## src/rtl/counter_unit_pkg.sv

```systemverilog
package counter_unit_pkg;

	localparam int DATA_WIDTH  = 8;
	localparam int ADDR_WIDTH  = 8;
	localparam int COUNT_WIDTH = 16;

	localparam logic [7:0] ADDR_SHARED_PORT = 8'h06;
	localparam logic [7:0] ADDR_PIN_DATA    = 8'h07;
	localparam logic [7:0] ADDR_IRQ_FLAG    = 8'h0C;
	localparam logic [7:0] ADDR_COUNT_LOW   = 8'h0E;
	localparam logic [7:0] ADDR_COUNT_HIGH  = 8'h0F;
	localparam logic [7:0] ADDR_CONTROL     = 8'h10;
	localparam logic [7:0] ADDR_SHARED_DIR  = 8'h86;
	localparam logic [7:0] ADDR_PIN_DIR     = 8'h87;
	localparam logic [7:0] ADDR_IRQ_ENABLE  = 8'h8C;

	localparam int CTL_RUN_BIT  = 0;
	localparam int CTL_SRC_BIT  = 1;
	localparam int CTL_OSC_BIT  = 3;
	localparam logic [7:0] CONTROL_MASK = 8'h3F;

	localparam int PIN_CLK_BIT  = 0;
	localparam int PIN_AUX_BIT  = 2;
	localparam int PORT_ONE_BIT = 1;
	localparam int PORT_TWO_BIT = 2;
	localparam int OVF_BIT      = 0;

	localparam logic [7:0] CONTROL_RESET  = 8'h00;
	localparam logic       PIN_DIR_RESET  = 1'b1;
	localparam logic       PIN_DATA_RESET = 1'b0;
	localparam logic [1:0] PORT_DIR_RESET = 2'h3;
	localparam logic [1:0] PORT_LAT_RESET = 2'h0;
	localparam logic [15:0] COUNT_RESET   = 16'h0000;
	localparam logic [15:0] COUNT_LAST    = 16'hFFFF;
	localparam logic [15:0] COUNT_ONE     = 16'h0001;

	localparam int FOSC_DIVIDE = 4;
	localparam logic [1:0] DIV_LAST = 2'(FOSC_DIVIDE - 1);
	localparam logic [1:0] DIV_ONE  = 2'h1;
	localparam logic [1:0] DIV_RESET = 2'h0;

	typedef enum logic [1:0] {
		SRC_INTERNAL = 2'b00,
		SRC_EXTERNAL = 2'b01,
		SRC_FIRMWARE = 2'b10,
		SRC_CRYSTAL  = 2'b11
	} clk_src_e;

endpackage

```

## src/rtl/pin_sync.sv

```systemverilog
`timescale 1ns/1ps
module pin_sync (
	// Clock and reset.
	input  wire logic clock,
	input  wire logic rst_n,
	// Level from outside the clock domain and its safe copy.
	input  wire logic async_in,
	output logic      sync_out
);
	logic first_stage;

	always_ff @(posedge clock) begin
		if (!rst_n) begin
			first_stage <= 1'b0;
			sync_out    <= 1'b0;
		end else begin
			first_stage <= async_in;
			sync_out    <= first_stage;
		end
	end
endmodule

```

## src/rtl/counter_unit.sv

```systemverilog
// Contract
// - Run, crystal and source bits clear: counter idle, both pins plain I/O.
// - Timer mode counts the system clock divided by four; pins stay plain I/O unless crystal enable is set.
// - The run bit starts and stops the counter in every mode.
// - External mode counts rising edges of the clock input pin.
// - External mode: reading the pin data bit returns the clock pin level.
// - Firmware mode: pin data bit drives the pin and clocks the counter.
// - Counter modes: port read of clock pin set as input returns zero.
// - Counter modes: clock pin as output reads latch; writes reach latch only.
// - Clearing source select with crystal enable clear drives the clock pin from its latch again.
// - Crystal enable plus external select: pins form oscillator clocking counter.
// - Crystal mode: pin data bit reads zero; writes never reach the pin.
// - Crystal mode: both port pins read zero when set as inputs.
// - Crystal mode: output pins read latches; writes touch only latches.
// - Source select and crystal enable clear: both pins driven from latches.
// - Control bit 3 enables the crystal oscillator.
// - The crystal oscillator keeps running during sleep.
// - Sixteen-bit count runs 0000h to FFFFh, then rolls over to 0000h.
// - Rollover sets the overflow flag, bit 0 of the flag register.
// - Interrupt request only when overflow enable, bit 0, is set.
// - Crystal enable clear powers down the oscillator amplifier.
`timescale 1ns/1ps
module counter_unit
	import counter_unit_pkg::*;
(
	// Clock and reset.
	input  wire logic                                 clock,
	input  wire logic                                 rst_n,
	// Register port.
	input  wire logic [counter_unit_pkg::ADDR_WIDTH-1:0] addr,
	input  wire logic [counter_unit_pkg::DATA_WIDTH-1:0] wdata,
	input  wire logic                                 wr,
	input  wire logic                                 rd,
	output logic      [counter_unit_pkg::DATA_WIDTH-1:0] rdata,
	// Shared pin one: clock input, crystal amplifier output.
	input  wire logic                                 shared_pin_one_in,
	output logic                                      shared_pin_one_out,
	output logic                                      shared_pin_one_oe,
	// Shared pin two: crystal input.
	input  wire logic                                 shared_pin_two_in,
	output logic                                      shared_pin_two_out,
	output logic                                      shared_pin_two_oe,
	// Power state, oscillator control and interrupt.
	input  wire logic                                 sleep,
	output logic                                      crystal_amp_enable,
	output logic                                      overflow_irq
);
	import counter_unit_pkg::*;

	// Port bit read: a pin taken by the counter reads zero as input.
	function automatic logic port_bit(input logic taken, input logic is_input,
			input logic latch, input logic pin);
		logic value;
		value = latch;
		if (is_input) begin
			value = taken ? 1'b0 : pin;
		end
		return value;
	endfunction

	logic [7:0]  counter_control_reg;
	logic [15:0] sixteen_bit_counter;
	logic        overflow_flag;
	logic        overflow_irq_enable;
	logic        clock_pin_data_bit;
	logic        clock_pin_dir;
	logic        aux_pin_data;
	logic        aux_pin_dir;
	logic [1:0]  port_latch;
	logic [1:0]  port_dir;
	logic [1:0]  div_count;
	logic        src_prev;
	logic [1:0]  pin_sync_level;
	logic [7:0]  next_rdata;
	logic [15:0] next_count;

	// Both pins pass a two-stage synchroniser before any logic reads them.
	wire [1:0] pin_raw = {shared_pin_two_in, shared_pin_one_in};
	genvar gi;
	generate
		for (gi = 0; gi < 2; gi++) begin : g_sync
			pin_sync u_sync (
				.clock    (clock),
				.rst_n    (rst_n),
				.async_in (pin_raw[gi]),
				.sync_out (pin_sync_level[gi])
			);
		end
	endgenerate

	wire counter_run_bit     = counter_control_reg[CTL_RUN_BIT];
	wire clock_source_select = counter_control_reg[CTL_SRC_BIT];
	wire crystal_osc_enable  = counter_control_reg[CTL_OSC_BIT];

	wire wr_control   = wr && (addr == ADDR_CONTROL);
	wire wr_count_low = wr && (addr == ADDR_COUNT_LOW);
	wire wr_count_hi  = wr && (addr == ADDR_COUNT_HIGH);
	wire wr_flag      = wr && (addr == ADDR_IRQ_FLAG);
	wire wr_enable    = wr && (addr == ADDR_IRQ_ENABLE);
	wire wr_pin_data  = wr && (addr == ADDR_PIN_DATA);
	wire wr_pin_dir   = wr && (addr == ADDR_PIN_DIR);
	wire wr_port      = wr && (addr == ADDR_SHARED_PORT);
	wire wr_port_dir  = wr && (addr == ADDR_SHARED_DIR);
	wire wr_count     = wr_count_low || wr_count_hi;

	// Source choice from the control bits and the clock pin direction.
	clk_src_e source;
	assign source = (crystal_osc_enable && clock_source_select) ? SRC_CRYSTAL :
		clock_source_select ? (clock_pin_dir ? SRC_EXTERNAL : SRC_FIRMWARE) :
		SRC_INTERNAL;

	// Pin one belongs to the counter in any counter mode, pin two to the
	// oscillator only.
	wire pin_one_taken = clock_source_select || crystal_osc_enable;
	wire pin_two_taken = crystal_osc_enable;

	// System clock divided by four; it stops with the main clock in sleep.
	wire fosc_tick = !sleep && (div_count == DIV_LAST);

	logic src_level;
	always_comb begin
		case (source)
			SRC_EXTERNAL: src_level = pin_sync_level[0];
			SRC_FIRMWARE: src_level = clock_pin_data_bit;
			SRC_CRYSTAL:  src_level = pin_sync_level[0];
			default:      src_level = 1'b0;
		endcase
	end

	wire src_rise = src_level && !src_prev;
	wire tick = counter_run_bit &&
		((source == SRC_INTERNAL) ? fosc_tick : src_rise);
	// A byte write outranks a count in the same cycle.
	wire rollover = tick && !wr_count &&
		(sixteen_bit_counter == COUNT_LAST);

	always_comb begin
		next_count = sixteen_bit_counter;
		if (wr_count_low) begin
			next_count = {sixteen_bit_counter[15:8], wdata};
		end else if (wr_count_hi) begin
			next_count = {wdata, sixteen_bit_counter[7:0]};
		end else if (tick) begin
			next_count = sixteen_bit_counter + COUNT_ONE;
		end
	end

	always_ff @(posedge clock) begin
		if (!rst_n) begin
			div_count <= DIV_RESET;
		end else if (!sleep) begin
			div_count <= div_count + DIV_ONE;
		end
	end

	always_ff @(posedge clock) begin
		if (!rst_n) begin
			src_prev            <= 1'b0;
			sixteen_bit_counter <= COUNT_RESET;
		end else begin
			src_prev            <= src_level;
			sixteen_bit_counter <= next_count;
		end
	end

	// Overflow flag: a rollover wins over a clearing write.
	always_ff @(posedge clock) begin
		if (!rst_n) begin
			overflow_flag <= 1'b0;
		end else if (rollover) begin
			overflow_flag <= 1'b1;
		end else if (wr_flag) begin
			overflow_flag <= wdata[OVF_BIT];
		end
	end

	always_ff @(posedge clock) begin
		if (!rst_n) begin
			overflow_irq_enable <= 1'b0;
			counter_control_reg <= CONTROL_RESET;
		end else begin
			if (wr_enable) begin
				overflow_irq_enable <= wdata[OVF_BIT];
			end
			if (wr_control) begin
				counter_control_reg <= wdata & CONTROL_MASK;
			end
		end
	end

	// Latches always store; whether a latch reaches a pin is decided below.
	always_ff @(posedge clock) begin
		if (!rst_n) begin
			clock_pin_data_bit <= PIN_DATA_RESET;
			aux_pin_data       <= PIN_DATA_RESET;
			clock_pin_dir      <= PIN_DIR_RESET;
			aux_pin_dir        <= PIN_DIR_RESET;
		end else begin
			if (wr_pin_data) begin
				clock_pin_data_bit <= wdata[PIN_CLK_BIT];
				aux_pin_data       <= wdata[PIN_AUX_BIT];
			end
			if (wr_pin_dir) begin
				clock_pin_dir <= wdata[PIN_CLK_BIT];
				aux_pin_dir   <= wdata[PIN_AUX_BIT];
			end
		end
	end

	always_ff @(posedge clock) begin
		if (!rst_n) begin
			port_latch <= PORT_LAT_RESET;
			port_dir   <= PORT_DIR_RESET;
		end else begin
			if (wr_port) begin
				port_latch <= wdata[PORT_TWO_BIT:PORT_ONE_BIT];
			end
			if (wr_port_dir) begin
				port_dir <= wdata[PORT_TWO_BIT:PORT_ONE_BIT];
			end
		end
	end

	// Pin drivers.
	wire fw_drive = (source == SRC_FIRMWARE);
	assign shared_pin_one_oe  = pin_one_taken ? fw_drive : !port_dir[0];
	assign shared_pin_one_out = fw_drive ? clock_pin_data_bit :
		port_latch[0];
	assign shared_pin_two_oe  = pin_two_taken ? 1'b0 : !port_dir[1];
	assign shared_pin_two_out = port_latch[1];

	// The amplifier follows the enable alone, so sleep never stops it.
	assign crystal_amp_enable = crystal_osc_enable;
	assign overflow_irq = overflow_flag && overflow_irq_enable;

	// Read views.
	wire pin_data_read = (source == SRC_CRYSTAL) ? 1'b0 :
		(source == SRC_EXTERNAL) ? pin_sync_level[0] :
		clock_pin_data_bit;
	wire port_one_read = port_bit(pin_one_taken, port_dir[0], port_latch[0],
		pin_sync_level[0]);
	wire port_two_read = port_bit(pin_two_taken, port_dir[1], port_latch[1],
		pin_sync_level[1]);

	always_comb begin
		next_rdata = 8'h00;
		case (addr)
			ADDR_SHARED_PORT: begin
				next_rdata[PORT_ONE_BIT] = port_one_read;
				next_rdata[PORT_TWO_BIT] = port_two_read;
			end
			ADDR_SHARED_DIR: begin
				next_rdata[PORT_TWO_BIT:PORT_ONE_BIT] = port_dir;
			end
			ADDR_PIN_DATA: begin
				next_rdata[PIN_CLK_BIT] = pin_data_read;
				next_rdata[PIN_AUX_BIT] = aux_pin_data;
			end
			ADDR_PIN_DIR: begin
				next_rdata[PIN_CLK_BIT] = clock_pin_dir;
				next_rdata[PIN_AUX_BIT] = aux_pin_dir;
			end
			ADDR_IRQ_FLAG:   next_rdata[OVF_BIT] = overflow_flag;
			ADDR_IRQ_ENABLE: next_rdata[OVF_BIT] = overflow_irq_enable;
			ADDR_COUNT_LOW:  next_rdata = sixteen_bit_counter[7:0];
			ADDR_COUNT_HIGH: next_rdata = sixteen_bit_counter[15:8];
			ADDR_CONTROL:    next_rdata = counter_control_reg;
			default:         next_rdata = 8'h00;
		endcase
	end

	always_ff @(posedge clock) begin
		if (!rst_n) begin
			rdata <= 8'h00;
		end else if (rd) begin
			rdata <= next_rdata;
		end else begin
			rdata <= 8'h00;
		end
	end
endmodule

```

## config.mk

```make
export PLATFORM = sky130hd
export DESIGN_NAME = counter_unit
export DESIGN_NICKNAME = d
export VERILOG_FILES = /design/src/rtl/counter_unit_pkg.sv /design/src/rtl/pin_sync.sv /design/src/rtl/counter_unit.sv
export SDC_FILE = /design/constraint.sdc
export NUM_CORES = 1
export LEC_CHECK = 0
export ABC_CLOCK_PERIOD_IN_PS = 2500
export BUFFER_PORTS_ARGS = -buffer_cell sky130_fd_sc_hd__buf_2
export CORE_UTILIZATION = 48
export DETAILED_ROUTE_END_ITERATION = 10
export GPL_TIMING_DRIVEN = 0
export PLACE_DENSITY = 0.73
export SYNTH_ARGS = -nofsm -noshare
export SYNTH_HDL_FRONTEND = slang
export SYNTH_HIERARCHICAL = 1
export SYNTH_SLANG_ARGS = --single-unit
```

## constraint.sdc

```tcl
create_clock -name clock -period 2.5 [get_ports clock]
set_clock_uncertainty 0.2 [all_clocks]
set_input_delay 0.5 -clock clock [delete_from_list [all_inputs] [get_ports clock]]
set_output_delay 0.5 -clock clock [all_outputs]
set_load 0.01 [all_outputs]
```

Word level (Yosys, flattened, before mapping)
Cells that the tools add are included.
{"block": "classes", "n_addsub": 2, "n_eq_ne": 15, "muxes": 23, "bitwise": 1, "n_reduce_logical": 31}
{"operator": "$mux 16", "n": 2}
{"operator": "$eq 8x4->1 const B", "n": 3}
{"operator": "$eq 8x8->1 const B", "n": 3}
{"operator": "$add 16x1->16 const B", "n": 1}
{"operator": "$eq 16x16->1 const B", "n": 1}
{"operator": "$eq 8x3->1 const B", "n": 2}
{"operator": "$logic_and 1x1->1", "n": 16}
{"operator": "$pmux 5 s3", "n": 1}
{"operator": "$pmux 1 s7", "n": 2}
{"operator": "$mux 1", "n": 12}
{"operator": "$eq 8x5->1 const B", "n": 1}
{"operator": "$mux 8", "n": 1}
{"operator": "$eq 2x2->1 const B", "n": 3}
{"operator": "$mux 2", "n": 3}
{"operator": "$reduce_and 2->1", "n": 3}
{"operator": "$reduce_bool 2->1", "n": 3}
{"operator": "$logic_not 1->1", "n": 5}
{"operator": "$pmux 1 s5", "n": 1}
{"operator": "$add 2x1->2 const B", "n": 1}
{"operator": "$eq 2x1->1 const B", "n": 1}
{"operator": "$logic_not 2->1", "n": 1}
{"operator": "$logic_or 1x1->1", "n": 2}
{"operator": "$ne 2x2->1 const B", "n": 1}
{"operator": "$pmux 1 s2", "n": 1}
{"operator": "2 further kinds", "n": 2}
{"block": "totals", "regBits": 47, "output_inout_bits": 14, "elab_cells": 90}

Depth between registers and ports, before layout
Gate-level depths: netlist of the first run.
{"block": "depth", "word_depth": 12, "ltp_mapped": 7, "depth_no_buf": 6}

Hierarchy
Netlist of the first run, hierarchy kept.
{"mod": "counter_unit", "instances": 1, "cells_per_inst": 293, "area_per_inst_um2": 2401.1, "seq_area_each_um2": 860.8}
{"mod": "pin_sync", "instances": 2, "cells_per_inst": 4, "area_per_inst_um2": 52.6, "seq_area_each_um2": 40.0}

Worst setup path after synthesis of the first run
Ideal clock, no wire load.
{"block": "synth_path", "path_type": "input port to flip-flop", "startpoint": "input addr[5] (netlist bit)", "endpoint": "register sixteen_bit_counter[4]", "setup_time_ps": 125, "t_arrival_ps": 1939, "setup_slack_ps": 236, "cell_stages": 7, "n_path_buf": 2, "cell_sequence": "or4_1 > buf_2 > nor3_2 > buf_2 > nor2_1 > a211oi_1 > nor3_1"}
{"block": "synth_via", "elab_chain_cells": 4}
{"item": "start: declaration", "line": "counter_unit.sv:30", "text": "input wire logic [counter_unit_pkg::ADDR_WIDTH-1:0] addr,"}
{"item": "$eq 8x4->1, on equally long branches", "line": "counter_unit.sv:96, counter_unit.sv:97"}
{"item": "$logic_and 1x1->1, on equally long branches", "line": "counter_unit.sv:96, counter_unit.sv:97"}
{"item": "$ne 2x2->1 (no source line) or $reduce_bool 2->1 (tied branches)"}
{"item": "$reduce_and 2->1 (no source line)"}
{"item": "end signal: assignment", "line": "counter_unit.sv:162", "text": "sixteen_bit_counter <= next_count;"}
{"item": "end: declaration", "line": "counter_unit.sv:62", "text": "logic [15:0] sixteen_bit_counter;"}
Several ways; a longest one is shown, not always the timed one.
A chain may end at the register's enable or synchronous reset.

Worst setup path in the final report of the first run
{"block": "layout_path", "startpoint": "input addr[5] (netlist bit)", "endpoint": "register sixteen_bit_counter[11]"}
{"block": "layout_via", "elab_chain_cells": 4}
{"item": "$eq 8x4->1, on equally long branches", "line": "counter_unit.sv:97, counter_unit.sv:96"}
{"item": "$logic_and 1x1->1, on equally long branches", "line": "counter_unit.sv:97, counter_unit.sv:96"}
{"item": "$reduce_bool 2->1 (no source line) or $not 1->1 (tied branches)"}
{"item": "$reduce_and 2->1 (no source line)"}
Several ways; a longest one is shown, not always the timed one. The select of a mux whose other input is x is not followed.

==> results_dict.tcl, run 1 <==
set metrics [dict create \
    initialDrtViolationCount 249 \
    wl_per_cell_um 17.10 \
    cpMaxStageDelayCell "sky130_fd_sc_hd__nor3_2" \
    fin_crit_sh 0.9647 \
    cts-root-to-sink-buffers 2 \
    crit_top_cell "sky130_fd_sc_hd__buf_2" \
    post-synth-top-count-cell "sky130_fd_sc_hd__dfxtp_1" \
    critical_path.max_stage_delay_ns 0.56 \
    finish.utilization 0.5890 \
    vias 2572 \
    critical_path_arrival_ns 2.40 \
    synthDistinctLibCells 57 \
    cp.buffers_inverters 2 \
    synth_top_area_cell "sky130_fd_sc_hd__dfxtp_1" \
    worstHoldEndpoint "g_sync[1].u_sync/first_stage" \
    worstSetupPathType "in -> reg" \
    rr_startpoint "counter_control_reg[3]" \
    maxClockFrequency_mhz 414.6 \
    ys_ff_latch 47 \
    n_antenna_cell 0 \
    ys_top_cells_by_count "sky130_fd_sc_hd__dfxtp_1, sky130_fd_sc_hd__nand2_1, sky130_fd_sc_hd__nand3_1" \
    final.setup.worst_slack_ns 0.08814 \
    maxCapViolations 0 \
    timing.max_slew.rel_slack 0.5200 \
    worst_setup_path_end_kind "flop" \
    critical-path-top-delay-family "simple AND/OR/NAND/NOR gates" \
    design_power_total_mw 1.321 \
    postSynth.topFlopCell "sky130_fd_sc_hd__dfxtp_1" \
    synthesis.area_um2 2506 \
    placer_congestion 0.9625 \
    worst_reg2reg_endpoint "sixteen_bit_counter[14]" \
    switching_share 0.2539 \
    clockPowerShare 0.351 \
    drive_gt1_frac 0.1545 \
    p_sw_mw 0.3354 \
    cts_tree "built" \
    grt_antenna_before_repair 0 \
    place_worst_setup_slack_ns -0.3016 \
    wire_length_of_the_first_global_routing_pass_um 11010 \
    cts.hold.buffers_added 0 \
    syn-instance-count 301 \
    grt_overflow 0 \
    post-route-drc-count 0 \
    vdd_drop_max_uv 194.5 \
    clkLatencyLatePin_ns 0.30 \
    syn2layout_area_growth_pct 14.68 \
    clock_tree.htree_level_count 2 \
    standard_cell_rows 25 \
    routed_via_density 6.273 \
    synth.area.top_cells "sky130_fd_sc_hd__dfxtp_1, sky130_fd_sc_hd__mux2i_1, sky130_fd_sc_hd__nand3_1" \
    ctsRootBufferMaster "sky130_fd_sc_hd__clkbuf_8" \
    maxSlewViolCount 0 \
    seqPwrFrac 0.575 \
    cp_max_fo 8 \
    synth_area_per_cell_um2 8.326 \
    holdCritPathClass "in -> reg" \
    nNetsFinal 367 \
    grt_max_degree 16 \
    numCtsBuffers 5 \
    setup_tns_ns 0 \
    number_of_flops_mapped_to_enable_cells_by_yosys 0 \
    grtUsageTotal 0.2667 \
    worst-slew-pin-transition_ns 0.7200 \
    clock-sinks 47 \
    setup.worst_path.start_class "primary input" \
    internal-power_mw 0.9855 \
    post-dp-hpwl_um 5086 \
    finalCriticalPeriod_ns 2.412 \
    synthesis.yosys.warnings 6 \
    postSynthNetCount 326 \
    cellPowerDensity_nw_per_um2 459.6 \
    timing.final.setup_violations 0 \
    synth_top_cell_area_share 0.3754 \
    synthArstFlopShare 0 \
    first_global_vias 2156 \
    numPortBuffers 34 \
    ant_nets 0 \
    hold_violations 0 \
    wp_data_required_ns 2.49 \
    synth-seq-area-share 0.3754 \
    fill_cells 480 \
    clock_transition_at_the_registers_of_the_reported_paths_ns 0.09 \
    chipHeight_um 74.26 \
    reg2reg_setup_slack_ns 0.13 \
    drt-pass1-iter-count 5 \
    power.leakage_nw 1.062 \
    run_status "finished, final reports clean" \
    routed_wire_length_um 7013 \
    timing.hold.ws_ns 0.2038 \
    die_x_um 74.26 \
    floorplan.die_area_um2 5514 \
    floorplan.initialDensity 0.5136 \
    cp_cell_sequence "buf_2 > or4_1 > buf_2 > nor3_2 > a21oi_1 > a311oi_1 > nor3_1" \
    comb_pwr_share 0.074 \
    hold_critical_path_depth 2 \
    hold_path.startpoint "shared_pin_two_in" \
    largest_register_ffs 16 \
    worst_case_reg_to_reg_path_depth 6 \
    number_of_primary_i_o_pins 37 \
    core-area_um2 4880 \
]
==> cells by family after synthesis <==
kind of cell,after synthesis,synth area share
DFF,47,0.3754
muxes,15,0.05991
buffers and inverters,23,0.03545
and+or+nand+nor,131,0.2791
AOI/OAI and AO/OA,79,0.2262
xor gates and xnor gates,4,0.01398
adders and majority gates,2,0.009983
==> area by class of cell <==
type	count	area, µm²	share of cell area
multi-input cells	231	1500	0.5220
flip-flops and latches	47	940.9	0.3274
repair buffers	34	170.2	0.05921
well taps	67	83.83	0.02917
clock buffers	5	68.82	0.02394
plain buffers	17	67.56	0.02351
inverters	6	22.52	0.007836
clock inverters	3	20.02	0.006966
==> how the worst max path moves through the flow <==
stage | startpoint | endpoint | slack, ns | cells after the start
floorplan | addr[5] | sixteen_bit_counter[4] | 0.24 | 7
global placement | addr[5] | sixteen_bit_counter[7] | -0.29 | 6
detailed placement | addr[5] | sixteen_bit_counter[5] | -0.30 | 6
CTS | addr[5] | sixteen_bit_counter[5] | 0.01 | 6
global route | addr[5] | sixteen_bit_counter[11] | -0.003 | 7
finish | addr[5] | sixteen_bit_counter[11] | 0.09 | 7
==> metal layers <==
layer,GRT usage,share of wire,up-vias
li1,-,-,1220
met4,0.07966,0.021,0
met1,0.3876,0.46,1194
met3,0.04336,0.082,19
met5,0,0,-
met2,0.4061,0.44,139
==> power by group through the flow <==
stage               Combinational (mW)  Sequential [mW]  Clock (mW)
CTS                             0.0944            0.759       0.477
finish                          0.0980            0.759       0.464
global placement                0.0934            0.776           0
global route                     0.105            0.760       0.511
detailed placement              0.0934            0.776           0
floorplan                       0.0473            0.776           0
==> repair_timing <==
action,in CTS,in global routing
setup endpoints to repair,5,16
setup buffers,0,0
resized for setup,1,5
==> metrics by stage <==
| step | instances | cell area [µm²] |
|---|---|---|
| 2_1_floorplan | 301 | 2506 |
| 3_3_place_gp | 402 | 2760 |
| 3_5_place_dp | 402 | 2760 |
| 4_1_cts | 410 | 2853 |
| 5_1_grt | 410 | 2874 |
| 6_report | 410 | 2874 |
==> cell usage in the layout, fill, tap and decap left out, types with 3 or more instances in the layout <==
master / netlist / final
sky130_fd_sc_hd__a211oi_1: 8 / 8
sky130_fd_sc_hd__a21boi_0: 10 / 10
sky130_fd_sc_hd__a21oi_1: 13 / 12
sky130_fd_sc_hd__a221oi_1: 3 / 3
sky130_fd_sc_hd__and2_1: 7 / 7
sky130_fd_sc_hd__and4_1: 3 / 3
sky130_fd_sc_hd__buf_2: 2 / 36
sky130_fd_sc_hd__clkbuf_1: 13 / 12
sky130_fd_sc_hd__clkbuf_8: 0 / 5
sky130_fd_sc_hd__dfxtp_1: 47 / 47
sky130_fd_sc_hd__inv_1: 6 / 6
sky130_fd_sc_hd__mux2i_1: 15 / 15
sky130_fd_sc_hd__nand2_1: 30 / 30
sky130_fd_sc_hd__nand3_1: 29 / 29
sky130_fd_sc_hd__nand4_1: 5 / 5
sky130_fd_sc_hd__nor2_1: 22 / 22
sky130_fd_sc_hd__nor2b_1: 5 / 5
sky130_fd_sc_hd__nor3_1: 9 / 9
sky130_fd_sc_hd__nor4_1: 4 / 4
sky130_fd_sc_hd__o2111ai_1: 3 / 3
sky130_fd_sc_hd__o211ai_1: 3 / 3
sky130_fd_sc_hd__o21a_1: 3 / 3
sky130_fd_sc_hd__o21ai_0: 11 / 11
sky130_fd_sc_hd__o31ai_1: 3 / 3
sky130_fd_sc_hd__xnor2_1: 3 / 3
Note: power is estimated with default switching activity, not from simulation.
==> run 2: changes to the inputs <==
--- a/constraint.sdc
+++ b/constraint.sdc
@@ -4,2 +4,2 @@
 set_output_delay 0.5 -clock clock [all_outputs]
-set_load 0.01 [all_outputs]
+set_load 0.005 [all_outputs]
==> run 2 against run 1 <==
Effect of this change: cell count fell by 0.24%; wire length rose by 0.46%; first-iteration DRC count fell by 9.2%; power rose by 0.18%; clock power barely moved; critical path depth did not move; worst hold slack got worse by 0.0022 ns; largest power group unchanged.
==> results_dict.tcl, run 2 (same netlist as run 1, synthesis figures left out) <==
set metrics [dict create \
    run_status "finished, final reports clean" \
    place_worst_setup_slack_ns -0.3016 \
    post-route-drc-count 0 \
    critical_path.max_stage_delay_ns 0.56 \
    numCtsBuffers 5 \
    setup_tns_ns 0 \
    cp_max_fo 8 \
    cts-root-to-sink-buffers 2 \
    finalCriticalPeriod_ns 2.415 \
    n_antenna_cell 0 \
    cpMaxStageDelayCell "sky130_fd_sc_hd__nor3_2" \
    clock_transition_at_the_registers_of_the_reported_paths_ns 0.09 \
    syn2layout_area_growth_pct 14.48 \
    most-common-layout-cells "sky130_fd_sc_hd__dfxtp_1, sky130_fd_sc_hd__buf_2, sky130_fd_sc_hd__nand2_1" \
    standard_cell_rows 25 \
    worst-slew-pin-transition_ns 0.7274 \
    wl_per_cell_um 17.22 \
    finish.utilization 0.5879 \
    worst_case_reg_to_reg_path_depth 5 \
    core-area_um2 4880 \
    grt_overflow 0 \
    maxSlewViolCount 0 \
    grt_antenna_before_repair 0 \
    chipHeight_um 74.26 \
    cp.buffers_inverters 2 \
    cellPowerDensity_nw_per_um2 461.3 \
    wp_data_required_ns 2.50 \
    vdd_drop_max_uv 196.3 \
    numPortBuffers 34 \
    critical_path_cell_count 7 \
    floorplan.die_area_um2 5514 \
    post-dp-hpwl_um 5086 \
    floorplan.initialDensity 0.5136 \
    critical-path-top-delay-family "simple AND/OR/NAND/NOR gates" \
    timing.max_slew.rel_slack 0.5133 \
    worstSetupPathType "in -> reg" \
    clock_tree.htree_level_count 2 \
    number_of_primary_i_o_pins 37 \
    fill_cells 481 \
    critical_path_arrival_ns 2.41 \
    power.leakage_nw 1.057 \
    vias 2539 \
    final.setup.worst_slack_ns 0.08461 \
    grtUsageTotal 0.2667 \
    first_global_vias 2156 \
    setup.worst_path.start_class "primary input" \
    largest_register_ffs 16 \
    design_power_total_mw 1.323 \
    cts_tree "built" \
    hold_violations 0 \
    hold_critical_path_depth 2 \
    worst_setup_path_end_kind "flop" \
    nNetsFinal 366 \
    clkLatencyLatePin_ns 0.31 \
    most_frequent_standard_cell_in_the_layout_excluding_fill_and_tap_cells "sky130_fd_sc_hd__dfxtp_1" \
    maxClockFrequency_mhz 414.0 \
    holdCritPathClass "in -> reg" \
    maxCapViolations 0 \
    routed_via_density 6.208 \
    ctsRootBufferMaster "sky130_fd_sc_hd__clkbuf_8" \
    fin_crit_sh 0.9662 \
    placer_congestion 0.9625 \
    drive_gt1_frac 0.1520 \
    die_x_um 74.26 \
    wire_length_of_the_first_global_routing_pass_um 11010 \
    initialDrtViolationCount 226 \
    timing.final.setup_violations 0 \
    ant_nets 0 \
    clock-sinks 47 \
    routed_wire_length_um 7045 \
    cts_setup_buffers 0 \
    crit_top_cell "sky130_fd_sc_hd__buf_2" \
    drt-pass1-iter-count 5 \
    grt_max_degree 16 \
    cp_cell_sequence "buf_2 > or4_1 > buf_2 > nor3_2 > a21oi_1 > a311oi_1 > nor3_1" \
]
==> run 2: cell count changes in the layout (fill, tap and decap cells not counted) <==
cell | before | now
sky130_fd_sc_hd__clkbuf_2 | 1 | 0
==> run 2: worst paths after layout <==
kind / startpoint / end / slack, ns
worst max-delay path: addr[5] / sixteen_bit_counter[11] / 0.08
worst min-delay path: shared_pin_two_in / g_sync[1].u_sync/first_stage / 0.20
worst max register to register: counter_control_reg[3] / sixteen_bit_counter[14] / 0.12
worst min register to register: g_sync[1].u_sync/first_stage / g_sync[1].u_sync/sync_out / 0.23
==> run 2: power by group <==
group | total [mW] | leakage (nW) | internal (mW) | switching [mW]
clock | 0.467 | 0.0402 | 0.195 | 0.272
combinational | 0.0972 | 0.637 | 0.0354 | 0.0618
sequential | 0.759 | 0.380 | 0.755 | 0.00386
total | 1.32 | 1.06 | 0.986 | 0.338
==> run 2: layout make-up <==
class	count	area (µm²)	share of cell area
clock buffer	5	68.82	0.02399
buffer	16	62.56	0.02181
multi-input combinational	231	1500	0.5229
tap	67	83.83	0.02922
timing repair buffer	34	170.2	0.05931
sequential	47	940.9	0.3280
clock inverter	3	20.02	0.006978
inverter	6	22.52	0.007850
==> run 2: layer usage <==
metal / wire length, µm / up-vias / global-route usage
li1: - / 1215 / -
met1: 3194 / 1182 / 0.3876
met2: 3120 / 124 / 0.4061
met3: 589 / 18 / 0.04336
met4: 141 / 0 / 0.07966
met5: 0 / - / 0
==> run 2: worst register-to-register path, cell delays in order (launching register included) <==
cell and delay, ns:
sky130_fd_sc_hd__dfxtp_1 0.58, sky130_fd_sc_hd__nor3b_2 0.13, sky130_fd_sc_hd__o2111a_1 0.31, sky130_fd_sc_hd__nor2_1 0.59, sky130_fd_sc_hd__o41ai_1 0.21, sky130_fd_sc_hd__a31o_2 0.28
==> run 2: repair_timing <==
item	in CTS	in global routing
hold buffers	0	0
cloned	0	0
pin swaps	0	0
setup endpoints to repair	5	16
resized for setup	1	3
==> run 2: per-stage QoR <==
step | hold WS [ns] | instances | area, µm²
2_1_floorplan | 0.2057 | 301 | 2506
6_report | 0.2016 | 409 | 2869
5_1_grt | 0.2051 | 409 | 2869
3_5_place_dp | 0.2178 | 402 | 2760
3_3_place_gp | 0.2073 | 402 | 2760
4_1_cts | 0.1950 | 410 | 2853
==> run 3: changes to the inputs <==
CTS_BUF_LIST = sky130_fd_sc_hd__clkbuf_16   (was not set)
==> run 3 against run 2 <==
Effect of this change: flip-flop and latch count did not move; critical endpoint is now sixteen_bit_counter[4]; combinational power rose by 2%; first-iteration DRC count fell by 4.0%; power rose by 15%; via count rose by 1.7%; global-route usage rose by 0.49 points; critical path type unchanged; core utilization rose by 1.5 points; register-to-register slack improved by 0.06 ns; sequential share of layout area fell by 0.84 points; largest power group unchanged; cell area rose by 2.6%.
==> results_dict.tcl, run 3 (same netlist as run 1, synthesis figures left out) <==
set metrics [dict create \
    routed_wire_length_um 7106 \
    grt_overflow 0 \
    rr_startpoint "counter_control_reg[3]" \
    holdCritPathClass "in -> reg" \
    numCtsBuffers 5 \
    wl_per_cell_um 17.33 \
    final.setup.worst_slack_ns 0.1281 \
    first_global_vias 2174 \
    most_frequent_standard_cell_in_the_layout_excluding_fill_and_tap_cells "sky130_fd_sc_hd__dfxtp_1" \
    fin_cells 410 \
    vdd_drop_max_uv 260.8 \
    largest_register_ffs 16 \
    grt_antenna_before_repair 0 \
    reg2reg_setup_slack_ns 0.18 \
    highest-signal-layer "met4" \
    wire_length_of_the_first_global_routing_pass_um 11120 \
    fin_crit_sh 0.9488 \
    maxClockFrequency_mhz 421.6 \
    hold_violations 0 \
    worst_setup_path_end_kind "flop" \
    wp_data_required_ns 2.47 \
    ant_nets 0 \
    critical-path-top-delay-family "simple AND/OR/NAND/NOR gates" \
    wl_met2_um 3151 \
    cpMaxStageDelayCell "sky130_fd_sc_hd__or4_1" \
    maxSlewViolCount 0 \
    timing.final.setup_violations 0 \
    n_antenna_cell 0 \
    vias 2583 \
    run_status "finished, final reports clean" \
    setup_tns_ns 0 \
    critPathLaunch "addr[5]" \
    core-area_um2 4880 \
    design_power_total_mw 1.516 \
    nNetsFinal 367 \
    cts_tree "built" \
    floorplan.die_area_um2 5514 \
    most-common-layout-cells "sky130_fd_sc_hd__dfxtp_1, sky130_fd_sc_hd__buf_2, sky130_fd_sc_hd__nand2_1" \
    maxCapViolations 0 \
    dp_cells 402 \
    post-route-drc-count 0 \
    finalCriticalPeriod_ns 2.372 \
    setup.worst_path.start_class "primary input" \
    place_worst_setup_slack_ns -0.3016 \
    grt_setup_unrepaired "no" \
    cp_max_fo 10 \
    cp.buffers_inverters 3 \
    grtUsageTotal 0.2716 \
    drive_gt1_frac 0.1574 \
    chipHeight_um 74.26 \
    post-dp-hpwl_um 5086 \
    routed_via_density 6.300 \
    critical_path_cell_count 8 \
    fill_cells 467 \
    clock_transition_at_the_registers_of_the_reported_paths_ns 0.06 \
    crit_top_cell "sky130_fd_sc_hd__buf_2" \
    power.leakage_nw 1.093 \
    critical_path_arrival_ns 2.34 \
    cts-root-to-sink-buffers 2 \
    syn2layout_area_growth_pct 17.47 \
    drt-pass1-iter-count 5 \
    met3WireLength_um 597 \
    timing.critical_path.to "sixteen_bit_counter[4]" \
    worstSetupPathType "in -> reg" \
    cellPowerDensity_nw_per_um2 514.9 \
    worst_case_reg_to_reg_path_depth 6 \
    numPortBuffers 34 \
    initialDrtViolationCount 217 \
    number_of_primary_i_o_pins 37 \
    worst_reg2reg_endpoint "sixteen_bit_counter[14]" \
    die_x_um 74.26 \
    timing.max_slew.rel_slack 0.5313 \
    wirelength_met1_um 3179 \
    placer_congestion 0.9625 \
    standard_cell_rows 25 \
    grt_max_degree 16 \
    critical_path.max_stage_delay_ns 0.53 \
    clock_tree.htree_level_count 2 \
    worst-slew-pin-transition_ns 0.7030 \
    floorplan.initialDensity 0.5136 \
    ctsRootBufferMaster "sky130_fd_sc_hd__clkbuf_16" \
    cp_cell_sequence "buf_2 > or4_1 > buf_2 > nor3_4 > buf_2 > nor2_1 > a211oi_1 > nor3_1" \
    clock-sinks 47 \
    clkLatencyLatePin_ns 0.29 \
]
## run 3: cell count changes in the layout (fill, tap and decap cells not counted)
cell / previous run / this run
sky130_fd_sc_hd__clkbuf_1: 12 / 13
sky130_fd_sc_hd__clkbuf_16: 0 / 5
sky130_fd_sc_hd__clkbuf_8: 5 / 0
sky130_fd_sc_hd__nor2_1: 22 / 21
sky130_fd_sc_hd__nor2_2: 0 / 1
sky130_fd_sc_hd__nor3_2: 1 / 0
sky130_fd_sc_hd__nor3_4: 1 / 2
sky130_fd_sc_hd__o2111ai_1: 3 / 2
sky130_fd_sc_hd__o2111ai_2: 0 / 1
## run 3: timing repair
item | in CTS | in global routing
endpoints found under the setup margin | 6 | 14
pin swaps | 0 | 1
hold buffers | 0 | 0
resized for setup | 2 | 5
setup buffers | 0 | 0
## run 3: worst min-delay path by stage
stage	startpoint	endpoint	depth (start not counted)
6_report	shared_pin_two_in	g_sync[1].u_sync/first_stage	2
4_1_cts	shared_pin_one_in	g_sync[0].u_sync/first_stage	2
2_1_floorplan	g_sync[0].u_sync/first_stage	g_sync[0].u_sync/sync_out	1
3_3_place_gp	g_sync[1].u_sync/first_stage	g_sync[1].u_sync/sync_out	1
3_5_place_dp	g_sync[1].u_sync/first_stage	g_sync[1].u_sync/sync_out	1
5_1_grt	shared_pin_one_in	g_sync[0].u_sync/first_stage	2
## run 3: per-layer routing
metal / track usage / vias to the layer above
met5: 0 / -
met4: 0.1006 / 0
met3: 0.04878 / 20
met2: 0.4101 / 139
met1: 0.3871 / 1201
li1: - / 1223
## run 3: where the power goes
part           switching, mW  internal [mW]
clock                  0.289          0.368
combinational         0.0632         0.0355
sequential           0.00385          0.756
total                  0.356           1.16
## run 3: per-stage QoR
| stage | utilization | hold WS (ns) | area [µm²] |
|---|---|---|---|
| 2_1_floorplan | - | 0.2057 | 2506 |
| 3_3_place_gp | 0.5656 | 0.2073 | 2760 |
| 3_5_place_dp | 0.5656 | 0.2178 | 2760 |
| 4_1_cts | 0.5979 | 0.2150 | 2918 |
| 5_1_grt | 0.6033 | 0.2259 | 2944 |
| 6_report | 0.6033 | 0.2165 | 2944 |
## run 3: final cells by class
| type | count | area, µm² | share of cell area |
|---|---|---|---|
| clock buffer | 5 | 125.1 | 0.04250 |
| buffer | 17 | 66.31 | 0.02252 |
| multi-input combinational | 231 | 1515 | 0.5147 |
| clock inverter | 3 | 20.02 | 0.006800 |
| timing repair buffer | 34 | 170.2 | 0.05780 |
| tap | 67 | 83.83 | 0.02847 |
| sequential | 47 | 940.9 | 0.3196 |
| inverter | 6 | 22.52 | 0.007650 |
